`src/core/core_regs_pkg.sv`:
```
`default_nettype none
package core_regs_pkg;
  // register select for instruction access
  typedef enum logic [1:0] {
    SEL_MODE_A = 2'h0,
    SEL_MODE_B = 2'h1,
    SEL_STICKY = 2'h2,
    SEL_NONE = 2'h3
  } reg_sel_t;

  // whole-register move and the immediate-mask bit operations
  typedef enum logic [2:0] {
    OP_WRITE = 3'h0,
    OP_SET = 3'h1,
    OP_CLR = 3'h2,
    OP_TGL = 3'h3,
    OP_TST = 3'h4,
    OP_XOR = 3'h5
  } bit_op_t;

  localparam int EFFECT_LATENCY = 1;

  // mode register a fields
  localparam int A_BITREV_TWO = 0;
  localparam int A_BITREV_ONE = 1;
  localparam int A_ALT_LO = 2;
  localparam int A_ALT_HI = 7;
  localparam int A_ALT_RF_LOWER = 10;
  localparam int A_NEST = 11;
  localparam int A_GIE = 12;
  localparam int A_SAT = 13;
  localparam int A_SEXT = 14;
  localparam int A_CHOP = 15;
  localparam int A_RLEN = 16;
  localparam int A_COND_CODE_SELECT_LO = 17;
  localparam int A_COND_CODE_SELECT_HI = 18;
  localparam logic [31:0] A_RESET = 32'h0000_0000;
  localparam logic [31:0] A_WR_MASK = 32'h0007_fcff;

  // mode register b fields
  localparam int B_IRQ_EDGE_LO = 0;
  localparam int B_IRQ_EDGE_HI = 2;
  localparam int B_T0_PERIOD = 3;
  localparam int B_ICACHE_OFF = 4;
  localparam int B_T0_RUN = 5;
  localparam int B_BUS_HOLD = 6;
  localparam int B_T0_MODE = 7;
  localparam int B_T0_PRIO = 8;
  localparam int B_T0_EDGE = 9;
  localparam int B_T1_PERIOD = 10;
  localparam int B_T1_RUN = 11;
  localparam int B_T1_MODE = 12;
  localparam int B_T1_PRIO = 13;
  localparam int B_T1_EDGE = 14;
  localparam int B_FLAG_DIR_LO = 15;
  localparam int B_FLAG_DIR_HI = 18;
  localparam int B_ICACHE_HOLD = 19;
  localparam logic [31:0] B_RESET = 32'h0000_0000;
  localparam logic [31:0] B_WR_MASK = 32'h000f_ffff;

  // sticky status fields
  localparam int S_T0_CAPTURED = 12;
  localparam int S_T0_EXPIRED = 13;
  localparam int S_T1_CAPTURED = 14;
  localparam int S_T1_EXPIRED = 15;
  localparam int S_CB_SEVEN = 17;
  localparam int S_CB_FIFTEEN = 18;
  localparam int S_PC_FULL = 21;
  localparam int S_PC_EMPTY = 22;
  localparam int S_SS_OVF = 23;
  localparam int S_SS_EMPTY = 24;
  localparam int S_LS_OVF = 25;
  localparam int S_LS_EMPTY = 26;
  localparam logic [31:0] S_RESET = 32'h0540_0000;
  localparam logic [31:0] S_STICKY_MASK = 32'h02a6_f3e7;
  localparam logic [31:0] S_WR_MASK = 32'h0006_f3e7;
endpackage : core_regs_pkg
`default_nettype wire

```
`src/core/core_mode_sticky_status_regs.sv`:
```
// How it works
// - mode a bits 0,1 enable bit reversal
// - mode a bits 2-7,10 pick alternate sets
// - mode a bit 11 permits interrupt nesting
// - mode a bit 12 is global interrupt enable
// - mode a bit 13 saturates alu results
// - bit 14 sign extends, exchange writes excluded
// - bit 15 picks truncate over round nearest
// - bit 16 picks 32 over 40 bit rounding
// - bus master condition only when field zero
// - mode b bits 25-31 read-only id, revision
// - mode b bits 0-2 pick edge sensitivity
// - bit 4 disables cache, bit 19 freezes
// - mode b bits 5,11 run timers
// - bits 7,12 choose counting or generation mode
// - bits 3,10 choose width or period capture
// - bits 9,14 choose leading edge polarity
// - bits 8,13 route timer interrupt priority
// - bits 15-18 set flag pin directions
// - mode b bit 6 locks external bus
// - reset loads sticky status initial value
// - sticky bits hold; stack full, empty bits live; stack bits unwritable
// - timer, buffer, stack exceptions set sticky bits
// - effect one cycle late, reads see new
// - reset clears mode register a
// - immediate mask set, clear, toggle, test
`default_nettype none
module core_mode_sticky_status_regs
  import core_regs_pkg::*;
#(
  parameter logic [4:0] PROC_ID = 5'h05,   // arbitrary identity value
  parameter logic [1:0] PROC_REV = 2'h0    // arbitrary revision value
)
(
  input wire logic i_clk,                  // core clock, 250 MHz
  input wire logic i_rst_n,                // async reset, active low
  input wire logic i_op_en,                // register instruction valid
  input wire bit_op_t i_op,                // move or bit operation
  input wire reg_sel_t i_op_sel,           // target register
  input wire logic [31:0] i_op_data,       // move data or immediate mask
  input wire logic i_rd_en,                // read request
  input wire reg_sel_t i_rd_sel,           // register to read
  input wire logic i_px_write,             // exchange register write in progress
  input wire logic i_bus_owned,            // this core holds the shared bus
  input wire logic [1:0] i_timer_irq,      // timer interrupt pulses
  input wire logic [31:0] i_sticky_evt,    // exception event pulses
  input wire logic i_pc_stack_full,        // live pc stack full
  input wire logic i_pc_stack_empty,       // live pc stack empty
  input wire logic i_status_stack_empty,   // live status stack empty
  input wire logic i_loop_stack_empty,     // live loop stack empty
  output logic [31:0] o_rd_data,           // read data
  output logic o_rd_valid,                 // read data valid pulse
  output logic o_bit_test_flag,            // test or compare outcome
  output logic o_bit_test_valid,           // outcome valid pulse
  output logic o_bitrev_gen_two_en,        // bit reversal, generator two
  output logic o_bitrev_gen_one_en,        // bit reversal, generator one
  output logic o_alt_compute_select,       // alternate compute set
  output logic o_alt_gen_one_upper,        // alternate generator one upper
  output logic o_alt_gen_one_lower,        // alternate generator one lower
  output logic o_alt_gen_two_upper,        // alternate generator two upper
  output logic o_alt_gen_two_lower,        // alternate generator two lower
  output logic o_alt_regfile_upper,        // alternate register file upper
  output logic o_alt_regfile_lower,        // alternate register file lower
  output logic o_irq_nesting_en,           // nesting allowed
  output logic o_global_irq_en,            // interrupts allowed
  output logic o_alu_saturate_en,          // saturate fixed-point results
  output logic o_short_sign_extend_en,     // sign extension applied now
  output logic o_round_chop_select,        // 1 truncate
  output logic o_round_length_select,      // 1 round to 32 bits
  output logic o_bus_master_cond,          // bus master condition value
  output logic [2:0] o_irq_edge_sel,       // irq pin sensitivity
  output logic o_icache_off,               // cache disabled
  output logic o_icache_hold,              // cache frozen
  output logic o_ext_bus_hold,             // external bus locked
  output logic [1:0] o_timer_run,          // timer enables
  output logic [1:0] o_timer_mode_sel,     // 1 width generation
  output logic [1:0] o_timer_period_capture, // 1 period capture
  output logic [1:0] o_timer_edge_sel,     // 1 high to low
  output logic [1:0] o_timer_prio_route,   // 1 high priority
  output logic o_timer_high_prio_irq,      // latch pulse for high priority slot
  output logic o_timer_low_prio_irq,       // latch pulse for low priority slot
  output logic [3:0] o_flag_dir,           // flag pin directions
  output logic [31:0] o_sticky_status      // sticky status contents
);
  typedef struct packed {
    logic [31:0] mode_a;
    logic [19:0] mode_b;
    logic [31:0] eff_a;
    logic [19:0] eff_b;
    logic bm_cond;
    logic sext;
    logic hi_irq;
    logic lo_irq;
    logic [31:0] rd_data;
    logic rd_valid;
    logic btf;
    logic btf_valid;
  } regs_st_t;

  regs_st_t st_r;
  regs_st_t st_nxt;

  logic [31:0] mode_b_full;
  logic [31:0] sticky_val;
  logic [31:0] cur_val;
  logic [31:0] new_val;
  logic test_val;
  logic sticky_wr;
  logic is_store;

  function automatic logic [31:0] pick_reg(input reg_sel_t sel, input logic [31:0] a,
                                           input logic [31:0] b, input logic [31:0] s);
    case (sel)
      SEL_MODE_A: pick_reg = a;
      SEL_MODE_B: pick_reg = b;
      SEL_STICKY: pick_reg = s;
      default: pick_reg = 32'h0000_0000;
    endcase
  endfunction : pick_reg

  // identity and revision are fixed wiring, never stored
  assign mode_b_full = {PROC_ID[4:3], PROC_REV, PROC_ID[2:0], 5'h00, st_r.mode_b};
  assign cur_val = pick_reg(i_op_sel, st_r.mode_a, mode_b_full, sticky_val);
  assign is_store = i_op_en && (i_op != OP_TST) && (i_op != OP_XOR);
  assign sticky_wr = is_store && (i_op_sel == SEL_STICKY);

  bit_manip_unit u_bit_manip (
    .i_op (i_op),
    .i_cur (cur_val),
    .i_mask (i_op_data),
    .o_new (new_val),
    .o_test (test_val)
  );

  sticky_status_unit u_sticky (
    .i_clk (i_clk),
    .i_rst_n (i_rst_n),
    .i_wr (sticky_wr),
    .i_wr_data (new_val),
    .i_evt (i_sticky_evt),
    .i_live ({i_loop_stack_empty, i_status_stack_empty, i_pc_stack_empty, i_pc_stack_full}),
    .o_value (sticky_val)
  );

  always_comb
  begin
    st_nxt = st_r;
    if (is_store && (i_op_sel == SEL_MODE_A))
    begin
      st_nxt.mode_a = new_val & A_WR_MASK;
    end
    if (is_store && (i_op_sel == SEL_MODE_B))
    begin
      st_nxt.mode_b = new_val[19:0];
    end
    // the logic sees the previous store one cycle after the register itself
    st_nxt.eff_a = st_r.mode_a;
    st_nxt.eff_b = st_r.mode_b;
    st_nxt.bm_cond = (st_r.mode_a[A_COND_CODE_SELECT_HI:A_COND_CODE_SELECT_LO] == 2'h0) && i_bus_owned;
    st_nxt.sext = st_r.mode_a[A_SEXT] && !i_px_write;
    st_nxt.hi_irq = |(i_timer_irq & {st_r.eff_b[B_T1_PRIO], st_r.eff_b[B_T0_PRIO]});
    st_nxt.lo_irq = |(i_timer_irq & ~{st_r.eff_b[B_T1_PRIO], st_r.eff_b[B_T0_PRIO]});
    // reads see registers directly, so a store is visible on the next read
    st_nxt.rd_valid = i_rd_en;
    if (i_rd_en)
    begin
      st_nxt.rd_data = pick_reg(i_rd_sel, st_r.mode_a, mode_b_full, sticky_val);
    end
    st_nxt.btf_valid = i_op_en && ((i_op == OP_TST) || (i_op == OP_XOR));
    if (st_nxt.btf_valid)
    begin
      st_nxt.btf = test_val;
    end
  end

  always_ff @(posedge i_clk or negedge i_rst_n)
  begin
    if (!i_rst_n)
    begin
      st_r.mode_a <= A_RESET;
      st_r.mode_b <= B_RESET[19:0];
      st_r.eff_a <= A_RESET;
      st_r.eff_b <= B_RESET[19:0];
      st_r.bm_cond <= 1'b0;
      st_r.sext <= 1'b0;
      st_r.hi_irq <= 1'b0;
      st_r.lo_irq <= 1'b0;
      st_r.rd_data <= 32'h0000_0000;
      st_r.rd_valid <= 1'b0;
      st_r.btf <= 1'b0;
      st_r.btf_valid <= 1'b0;
    end
    else
    begin
      st_r <= st_nxt;
    end
  end

  assign o_rd_data = st_r.rd_data;
  assign o_rd_valid = st_r.rd_valid;
  assign o_bit_test_flag = st_r.btf;
  assign o_bit_test_valid = st_r.btf_valid;
  assign o_sticky_status = sticky_val;

  assign o_bitrev_gen_two_en = st_r.eff_a[A_BITREV_TWO];
  assign o_bitrev_gen_one_en = st_r.eff_a[A_BITREV_ONE];
  assign o_alt_compute_select = st_r.eff_a[A_ALT_LO];
  assign o_alt_gen_one_upper = st_r.eff_a[A_ALT_LO + 1];
  assign o_alt_gen_one_lower = st_r.eff_a[A_ALT_LO + 2];
  assign o_alt_gen_two_upper = st_r.eff_a[A_ALT_LO + 3];
  assign o_alt_gen_two_lower = st_r.eff_a[A_ALT_LO + 4];
  assign o_alt_regfile_upper = st_r.eff_a[A_ALT_HI];
  assign o_alt_regfile_lower = st_r.eff_a[A_ALT_RF_LOWER];
  assign o_irq_nesting_en = st_r.eff_a[A_NEST];
  assign o_global_irq_en = st_r.eff_a[A_GIE];
  assign o_alu_saturate_en = st_r.eff_a[A_SAT];
  assign o_short_sign_extend_en = st_r.sext;
  assign o_round_chop_select = st_r.eff_a[A_CHOP];
  assign o_round_length_select = st_r.eff_a[A_RLEN];
  assign o_bus_master_cond = st_r.bm_cond;

  assign o_irq_edge_sel = st_r.eff_b[B_IRQ_EDGE_HI:B_IRQ_EDGE_LO];
  assign o_icache_off = st_r.eff_b[B_ICACHE_OFF];
  assign o_icache_hold = st_r.eff_b[B_ICACHE_HOLD];
  assign o_ext_bus_hold = st_r.eff_b[B_BUS_HOLD];
  assign o_timer_run = {st_r.eff_b[B_T1_RUN], st_r.eff_b[B_T0_RUN]};
  assign o_timer_mode_sel = {st_r.eff_b[B_T1_MODE], st_r.eff_b[B_T0_MODE]};
  assign o_timer_period_capture = {st_r.eff_b[B_T1_PERIOD], st_r.eff_b[B_T0_PERIOD]};
  assign o_timer_edge_sel = {st_r.eff_b[B_T1_EDGE], st_r.eff_b[B_T0_EDGE]};
  assign o_timer_prio_route = {st_r.eff_b[B_T1_PRIO], st_r.eff_b[B_T0_PRIO]};
  assign o_timer_high_prio_irq = st_r.hi_irq;
  assign o_timer_low_prio_irq = st_r.lo_irq;
  assign o_flag_dir = st_r.eff_b[B_FLAG_DIR_HI:B_FLAG_DIR_LO];
endmodule : core_mode_sticky_status_regs
`default_nettype wire

```
`src/core/bit_manip_unit.sv`:
```
`default_nettype none
module bit_manip_unit
  import core_regs_pkg::*;
(
  input wire bit_op_t i_op,          // operation
  input wire logic [31:0] i_cur,     // current register value
  input wire logic [31:0] i_mask,    // immediate mask or move data
  output logic [31:0] o_new,         // value to store
  output logic o_test                // test or compare outcome
);
  function automatic logic [31:0] apply_op(input bit_op_t op, input logic [31:0] cur, input logic [31:0] m);
    case (op)
      OP_WRITE: apply_op = m;
      OP_SET: apply_op = cur | m;
      OP_CLR: apply_op = cur & ~m;
      OP_TGL: apply_op = cur ^ m;
      default: apply_op = cur;
    endcase
  endfunction : apply_op

  always_comb
  begin
    o_new = apply_op(i_op, i_cur, i_mask);
    // test wants every masked bit set, compare wants the whole pattern equal
    if (i_op == OP_XOR)
    begin
      o_test = (i_cur == i_mask);
    end
    else
    begin
      o_test = ((i_cur & i_mask) == i_mask);
    end
  end
endmodule : bit_manip_unit
`default_nettype wire

```
`src/core/sticky_status_unit.sv`:
```
`default_nettype none
module sticky_status_unit
  import core_regs_pkg::*;
(
  input wire logic i_clk,               // core clock
  input wire logic i_rst_n,             // async reset, active low
  input wire logic i_wr,                // store request
  input wire logic [31:0] i_wr_data,    // value to store
  input wire logic [31:0] i_evt,        // exception event pulses
  input wire logic [3:0] i_live,        // pc full, pc empty, ss empty, ls empty
  output logic [31:0] o_value           // register contents
);
  typedef struct packed {
    logic [31:0] val;
  } sticky_st_t;

  sticky_st_t st_r;
  sticky_st_t st_nxt;

  always_comb
  begin
    st_nxt = st_r;
    if (i_wr)
    begin
      st_nxt.val = (i_wr_data & S_WR_MASK) | (st_r.val & ~S_WR_MASK);
    end
    // events after the store so a clear in the same cycle cannot lose one
    st_nxt.val = (st_nxt.val | i_evt) & S_STICKY_MASK;
    st_nxt.val[S_PC_FULL] = i_live[0];
    st_nxt.val[S_PC_EMPTY] = i_live[1];
    st_nxt.val[S_SS_EMPTY] = i_live[2];
    st_nxt.val[S_LS_EMPTY] = i_live[3];
  end

  always_ff @(posedge i_clk or negedge i_rst_n)
  begin
    if (!i_rst_n)
    begin
      st_r.val <= S_RESET;
    end
    else
    begin
      st_r <= st_nxt;
    end
  end

  assign o_value = st_r.val;
endmodule : sticky_status_unit
`default_nettype wire

```
`config.mk`:
```
export PLATFORM = sky130hd
export DESIGN_NAME = core_mode_sticky_status_regs
export DESIGN_NICKNAME = d
export VERILOG_FILES = /design/src/core/core_regs_pkg.sv /design/src/core/core_mode_sticky_status_regs.sv /design/src/core/bit_manip_unit.sv /design/src/core/sticky_status_unit.sv
export SDC_FILE = /design/constraint.sdc
export NUM_CORES = 1
export LEC_CHECK = 0
export BUFFER_PORTS_ARGS = -buffer_cell sky130_fd_sc_hd__buf_2
export CORE_AREA = 3 3 145 147
export DETAILED_ROUTE_END_ITERATION = 10
export DIE_AREA = 0 0 148 150
export PLACE_DENSITY = 0.53
export SLEW_MARGIN = 25
export SYNTH_ARGS = -nofsm -noshare
export SYNTH_HDL_FRONTEND = slang
export SYNTH_SLANG_ARGS = --single-unit
```
`constraint.sdc`:
```
create_clock -name i_clk -period 2.71 [get_ports i_clk]
set_input_delay 0 -clock i_clk [delete_from_list [all_inputs] [get_ports i_clk]]
set_output_delay 0 -clock i_clk [all_outputs]
set_load 0.01 [all_outputs]
```
==> results of run 1 <==
state kept, by name (all words and copies together) (netlist names), 2 cells and up:
register	flops
o_timer_run	2
o_timer_period_capture	2
mode_b_full	20
u_sticky.o_value	20
st_nxt	17
o_rd_data	27
o_irq_edge_sel	3
o_timer_edge_sel	2
o_flag_dir	4
o_timer_mode_sel	2
o_timer_prio_route	2
area by class of cell:
class	count	area [sq um]	area share, %
clock buffer	24	452	5.16
clock inverter	8	96.3	1.10
inverter	64	240	2.74
multi-input combinational	481	3280	37.4
sequential	125	3130	35.8
tap	270	338	3.86
timing repair buffer	202	1220	13.9
per-layer routing:
layer | routed length, microns | vias up
li1 | - | 2813
met1 | 9920 | 2730
met2 | 9160 | 181
met3 | 1230 | 26
met4 | 288 | 2
met5 | 11 | -
power by group:
part	switching (mW)	leakage, nW	internal, mW	total (mW)
registers	0.228	1.54	2.15	2.38
logic	0.686	2.40	0.522	1.21
clock network	0.802	0.266	1.35	2.15
synth_stat cells, types with 5 or more instances:
library cell,n,area share [%]
o22a_1,11,1.4
a22o_1,6,0.76
o21a_1,5,0.54
mux2i_1,37,5.4
nor3_1,9,0.65
nand2_1,46,2.5
o21ai_0,60,4.3
a21oi_1,38,2.8
nand3_1,9,0.65
nor2b_1,10,0.91
a22oi_1,22,2.4
clkbuf_1,27,1.5
xnor2_1,6,0.76
o22ai_1,8,0.72
dfrtp_1,122,44
buf_4,18,2.0
nand3b_1,6,0.65
mux4_2,8,2.6
nor2_1,79,4.3
buf_2,7,0.51
ha_1,36,6.5
inv_1,63,3.4
buf_1,5,0.27
a211o_1,14,1.8
mux2_2,8,1.3
worst paths after layout:
path | startpoint | to | slack (ns) | depth (start not counted)
max reg2reg | st_nxt[77] | u_sticky.o_value[18] | 0.48 | 9
max in group asynchronous | i_rst_n | o_rd_data[7] | 2.00 | 3
min in group asynchronous | i_rst_n | st_nxt[72] | 0.17 | 3
max | st_nxt[77] | u_sticky.o_value[18] | 0.48 | 9
min reg2reg | mode_b_full[16] | o_flag_dir[1] | 0.42 | 0
min | i_op_data[14] | o_bit_test_flag | 0.04 | 4
placed cells by master (no fill, tap or decap), types with 7 or more instances in the layout:
cell type and instances:
buf_2 153, dfrtp_1 122, nor2_1 79, inv_1 63, o21ai_0 60, nand2_1 46, a21oi_1 38, mux2i_1 37
ha_1 36, dlygate4sd3_1 29, a22oi_1 22, buf_4 19, conb_1 17, clkbuf_16 17, a211o_1 14, o22a_1 11
nor2b_1 10, nand3_1 9, nor3_1 9, mux2_2 8, mux4_2 8, o22ai_1 8, clkbuf_1 7
per-stage QoR:
step | utilization [%] | setup slack (ns) | power, mW | cell area [sq um] | hold WS (ns)
2_1_floorplan | - | 0.672 | 3.07 | 6970 | -0.296
3_3_place_gp | 39.5 | 0.298 | 3.57 | 7910 | -0.181
3_5_place_dp | 39.5 | 0.265 | 3.58 | 7910 | -0.182
4_1_cts | 43.7 | 0.482 | 5.81 | 8750 | 0.0287
5_1_grt | 43.7 | 0.339 | 6.08 | 8750 | 0.0314
6_report | 43.7 | 0.477 | 5.74 | 8750 | 0.0401
tightest hold or removal path, delay by kind of cell:
| kind | cells | cell delay [ns] |
|---|---|---|
| AND/OR/NAND/NOR | 1 | 0.11 |
| AO/OA/AOI/OAI | 2 | 0.17 |
| buffers and inverters | 1 | 0.13 |
cell families (layout without fill, tap and decap cells):
group,count (synthesis),in the layout,share of synthesized area (%)
AOI/OAI and AO/OA,189,189,17.9
xor gates and xnor gates,6,6,0.761
adders and majority gates,36,36,6.52
buffers and inverters,123,298,8.13
DFF,125,125,45.3
muxes,53,53,9.27
other,1,17,0.0543
and+or+nand+nor,180,180,12.1
==> summary.md, run 1 <==
| Metric | Value |
|---|---|
| Outcome | finished, final reports clean |
| Final worst path period need | 2.23 ns |
| Top delay family on crit path | compound AO/OA/AOI/OAI gates |
| Met2 usage | 28.1% |
| Worst setup SP type | flop |
| Final Cycle Share | 82.4% |
| Max Fclk | 0.448 GHz |
| Final wirelength | 20.6 mm |
| Worst Max-Slew Pin Slew | 1.00 ns |
| Pwr dens | 656 mW/mm^2 |
| P_leak | 4.21 nW |
| Residual DRC | 0 |
| Worst Setup End Kind | flop |
| Critical path arrival | 2.54 ns |
| Synth Flop Type | dfrtp_1 |
| Die area | 0.0222 sq mm |
| Initial antenna violation count | 1 |
| Gpl congestion | 0.886 |
| Crit path cell chain | mux2_2 > a22oi_1 > ha_1 > inv_1 > mux2i_1 > a22oi_1 > o22a_1 > nor2_1 > a211o_1 |
| Inst Count DP | 1113 |
| Post-synthesis area per instance | 9.69 sq um |
| First-pass GRT wire length | 32.4 mm |
| Post-route ant nets | 0 |
| Total CTS buffers | 17 |
| I/O Pins | 188 |
| Final hold violation count | 0 |
| FFs w/ async S/R, synth | 100% |
| H-tree depth | 4 |
| Critical Path RT | 3.01 ns |
| RSZ-0062 raised after global routing | false |
| Number of fill cells | 2017 |
| Worst Path Class, Setup | flop to flop |
| Die span in x | 148 microns |
| Total GRT Usage | 18.9% |
| Final net count | 1010 |
| Starting density of the core | 34.5% |
| Final Skew | 0.00495 ns |
| Mapped Area | 0.00691 sq mm |
| Total gr overflow | 0 |
| Met1 GRT Util | 27.0% |
| VDD IR max | 0.000330 V |
| Die Height | 150 microns |
| Register area share after synthesis | 45.3% |
| # rows | 52 |
| Crit Path Max Fanout | 4 |
| YS warnings | 0 |
| Slew Limit Fails | 0 |
| Setup TNS | 0 ns |
| Global-route layer with the greatest usage | met2 |
| Non-filler cells, final | 1174 |
| Area delta synth->final | 26.7% |
| Largest net degree at the start of global routing | 75 |
| Worst skew pair latency | 0.42 ns |
| Crit-path slowest cell | dfrtp_1 |
| TritonCTS clock tree | done |
| Drt wl/cell | 17.6 microns |
| Vias in the first global route | 5586 |
| CTS resizes | 0 |
| Seq cells post-synth | 125 |
| First-pass iteration count of the detailed router | 5 |
| Hpwl dp | 15.1 mm |
| Syn Inst Count | 713 |
| Critical path buffers and inverters | 1 |
| Clk buf depth | 2 |
| Root buf cell | clkbuf_16 |
| GR Layer Usage met3 | 5.03% |
| Layout cells sized above 1 | 24.8% |
| Total setup buffers inserted after CTS | 0 |
| 1st-iter DRT viols | 320 |
| Clock slew at reported path FFs | 0.05 ns |
| Port bufs | 154 |
| Vias per inst | 4.90 |
| Via Count | 5752 |
| Number of max-cap violations | 0 |
| ANT cells | 0 |
| Core area | 0.0200 sq mm |
| Worst hold path class | input port to flop |
| Clock sink count | 125 |
| Max_slew headroom | 33.0% |
| # hold bufs at CTS | 29 |
| EDFF count, synth | 0 |
| # setup viols final | 0 |
| Max incr delay on CP | 0.42 ns |
| Synth cell types | 56 |
| CP dominant cell by count | a22oi_1 |
Note: power is estimated with default switching activity, not from simulation.
==> run 2, diff against run 1 <==
--- a/config.mk
+++ b/config.mk
@@ -9,7 +9,7 @@
 export CORE_AREA = 3 3 145 147
 export DETAILED_ROUTE_END_ITERATION = 10
 export DIE_AREA = 0 0 148 150
-export PLACE_DENSITY = 0.53
+export PLACE_DENSITY = 0.56
 export SLEW_MARGIN = 25
 export SYNTH_ARGS = -nofsm -noshare
 export SYNTH_HDL_FRONTEND = slang
==> constraint.sdc (replaced) <==
create_clock -name i_clk -period 2 [get_ports i_clk]
set_input_delay 0 -clock i_clk [delete_from_list [all_inputs] [get_ports i_clk]]
set_output_delay 0 -clock i_clk [all_outputs]
set_load 0.01 [all_outputs]
==> run 2 against run 1 <==
- setup slack worse by 0.53 ns
- register-to-register slack lost 0.53 ns
- largest cell class unchanged
- worst hold slack lost 0.017 ns
- critical path type unchanged
- the flow now finishes with violations (setup timing)
==> summary.md, run 2 (synthesis gave the netlist of run 1 again) <==
| Metric | Value |
|---|---|
| Layout cells sized above 1 | 34.7% (+9.9 points) |
| Die area | 0.0222 sq mm (unchanged) |
| Residual DRC | 0 (unchanged) |
| Comb pwr share | 24.9% (+3.9 points) |
| Global-route layer with the greatest usage | met2 |
| Worst Setup End Kind | flop |
| Max Fclk | 0.488 GHz (+9.0%) |
| Seq pwr share | 36.6% (-4.9 points) |
| Die Height | 150 microns (unchanged) |
| Failing checks | setup timing |
| # rows | 52 (unchanged) |
| Final core occ | 47.9% (+4.2 points) |
| Met2 usage | 30.3% (+2.2 points) |
| Clock sink count | 125 (unchanged) |
| Vias per inst | 4.90 (about the same) |
| Max FFs per register | 27 (unchanged) |
| Final net count | 1090 (+7.9%) |
| VDD IR max | 0.000559 V (+70%) |
| Post-route ant nets | 0 (unchanged) |
| Most frequent cells in the layout | buf_2 (153), dfrtp_1 (122), buf_4 (100) |
| Number of max-cap violations | 0 (unchanged) |
| # setup viols final | 1 (+1) |
| I/O Pins | 188 (unchanged) |
| Starting density of the core | 34.5% (unchanged) |
| Non-filler cells, final | 1254 (+6.8%) |
| Max_slew headroom | 53.8% (+21 points) |
| Gpl congestion | 0.839 (-5.3%) |
| TritonCTS clock tree | done |
| Total gr overflow | 0 (unchanged) |
| Inst Count DP | 1182 (+6.2%) |
| Number of fill cells | 1937 (-4.0%) |
| Setup slack after layout | -0.0491 ns (-0.526 ns) |
| Worst Path Class, Setup | flop to flop |
| Initial antenna violation count | 2 (+1) |
| Area delta synth->final | 38.8% |
| Critical Path RT | 2.32 ns (-0.69 ns) |
| Worst hold path class | input port to flop |
| Critical path arrival | 2.37 ns (-0.17 ns) |
| Crit path cell chain | mux2_4 > and2_4 > ha_4 > a22oi_2 > xnor2_2 > nor4_2 > nand4_1 > o31ai_2 |
| Area used by multi-input combinational logic | 0.00342 sq mm (+4.5%) |
| Pwr dens | 897 mW/mm^2 (+37%) |
| Vias in the first global route | 5906 (+5.7%) |
| Total GRT Usage | 19.8% (+0.92 points) |
| Register area | 0.00313 sq mm (unchanged) |
| Final wirelength | 22.3 mm (+8.0%) |
| Hpwl dp | 16.2 mm (+6.9%) |
| Port bufs | 154 (unchanged) |
| Die span in x | 148 microns (unchanged) |
| Final hold violation count | 0 (unchanged) |
| Worst skew pair latency | 0.42 ns (about the same) |
| Slew Limit Fails | 0 (unchanged) |
| Via Count | 6142 (+6.8%) |
| Internal | 6.11 mW (+52%) |
| Clock Power Share | 38.5% (+1.1 points) |
| Worst Max-Slew Pin Slew | 0.692 ns (-0.308 ns) |
| Outcome | finished, violations left |
| Largest net degree at the start of global routing | 126 (+68%) |
| Switch share | 29.0% (-0.88 points) |
| Crit Path Max Fanout | 4 (unchanged) |
| 1st-iter DRT viols | 346 (+8.1%) |
| Drt wl/cell | 17.8 microns (+1.1%) |
| Top delay family on crit path | simple AND/OR/NAND/NOR gates |
| Met1 GRT Util | 28.2% (+1.2 points) |
| Clock slew at reported path FFs | 0.06 ns (about the same) |
| Max incr delay on CP | 0.39 ns (-0.03 ns) |
| Final Skew | 0.00998 ns (+0.00503 ns) |
| Root buf cell | clkbuf_16 |
| RSZ-0062 raised after global routing | true |
| First-pass GRT wire length | 33.9 mm (+4.5%) |
| Total Power | 8.61 mW (+50%) |
| ANT cells | 0 (unchanged) |
| Clk buf depth | 2 (unchanged) |
| P_leak | 4.66 nW (+11%) |
| Worst setup SP type | flop |
| Sw Pwr | 2.50 mW (+46%) |
| Crit-path slowest cell | dfrtp_1 |
| Critical path buffers and inverters | 0 (-1) |
| Core area | 0.0200 sq mm (unchanged) |
| Hold WS | 0.0231 ns (-0.0171 ns) |
| Final worst path period need | 2.05 ns (-0.184 ns) |
| H-tree depth | 4 (unchanged) |
| Total CTS buffers | 17 (unchanged) |
| Final Cycle Share | 102% (+20 points) |
| GR Layer Usage met3 | 4.33% (-0.70 points) |
| First-pass iteration count of the detailed router | 6 (+1) |
| Commonest non-fill, non-tap cell in the layout | buf_2 |
run 2: cell count changes in the layout (fill, tap and decap cells not counted), moves of 4 or more:
cell	previous run	this run
a22oi_1	22	18
a22oi_2	0	4
a2bb2oi_1	4	0
a2bb2oi_2	0	4
buf_4	19	100
clkbuf_1	7	1
mux2_2	8	4
mux2_4	0	4
mux2i_1	37	26
mux2i_2	0	11
o21ai_0	60	47
o21ai_1	0	12
run 2: area by class of cell:
| type | count | share of cell area (%) |
|---|---|---|
| well taps | 270 | 3.52 |
| flip-flops and latches | 125 | 32.6 |
| clock buffers | 21 | 4.90 |
| multi-input cells | 481 | 35.7 |
| repair buffers | 282 | 19.0 |
| clock inverters | 11 | 1.70 |
| inverters | 64 | 2.50 |
run 2: path summary, 6_finish.rpt:
check / end / start / slack (ns) / cells after the start
max: o_bit_test_flag / st_nxt[62] / -0.05 / 8
min reg2reg: o_timer_period_capture[1] / mode_b_full[10] / 0.44 / 0
max reg2reg: o_bit_test_flag / st_nxt[62] / -0.05 / 8
max in group asynchronous: mode_b_full[4] / i_rst_n / 1.26 / 3
min: o_bit_test_valid / i_op_en / 0.02 / 4
min in group asynchronous: o_timer_mode_sel[1] / i_rst_n / 0.23 / 3
run 2: per-stage QoR:
step                setup WS, ns  setup TNS, ns  instance area, sq um
finish                   -0.0491        -0.0491                  9590
global route              -0.120         -0.695                  9590
floorplan                0.00581              0                  6980
global placement          -0.108         -0.284                  8450
CTS                      -0.0254        -0.0254                  9400
detailed placement        -0.147         -0.712                  8450
run 2: power by group through the flow:
stage / Clock [mW] / Combinational [mW] / Sequential [mW]
global placement: 0 / 1.93 / 3.18
detailed placement: 0 / 1.97 / 3.17
finish: 3.31 / 2.14 / 3.15
global route: 3.49 / 2.35 / 3.20
floorplan: 0 / 0.869 / 3.30
CTS: 3.37 / 2.04 / 3.14
run 2: worst min-delay path: cells and delay by family:
family        cells  cell delay [ns]
simple gates      1             0.11
buf+inv           3             0.29
run 2: timing repair:
action | CTS | global route
hold buffers | 27 | 0
pin swaps | 2 | 48
setup buffers | 0 | 13
hold endpoints to repair | 147 | 0
gates resized for setup | 9 | 36
gates cloned | 0 | 0
setup endpoints to repair | 3 | 24
run 2: metal layers:
metal | up-vias | part of all wire [%]
met5 | - | 0.094
met4 | 4 | 1.3
met3 | 23 | 5.8
met2 | 179 | 45
met1 | 2944 | 48
li1 | 2992 | -
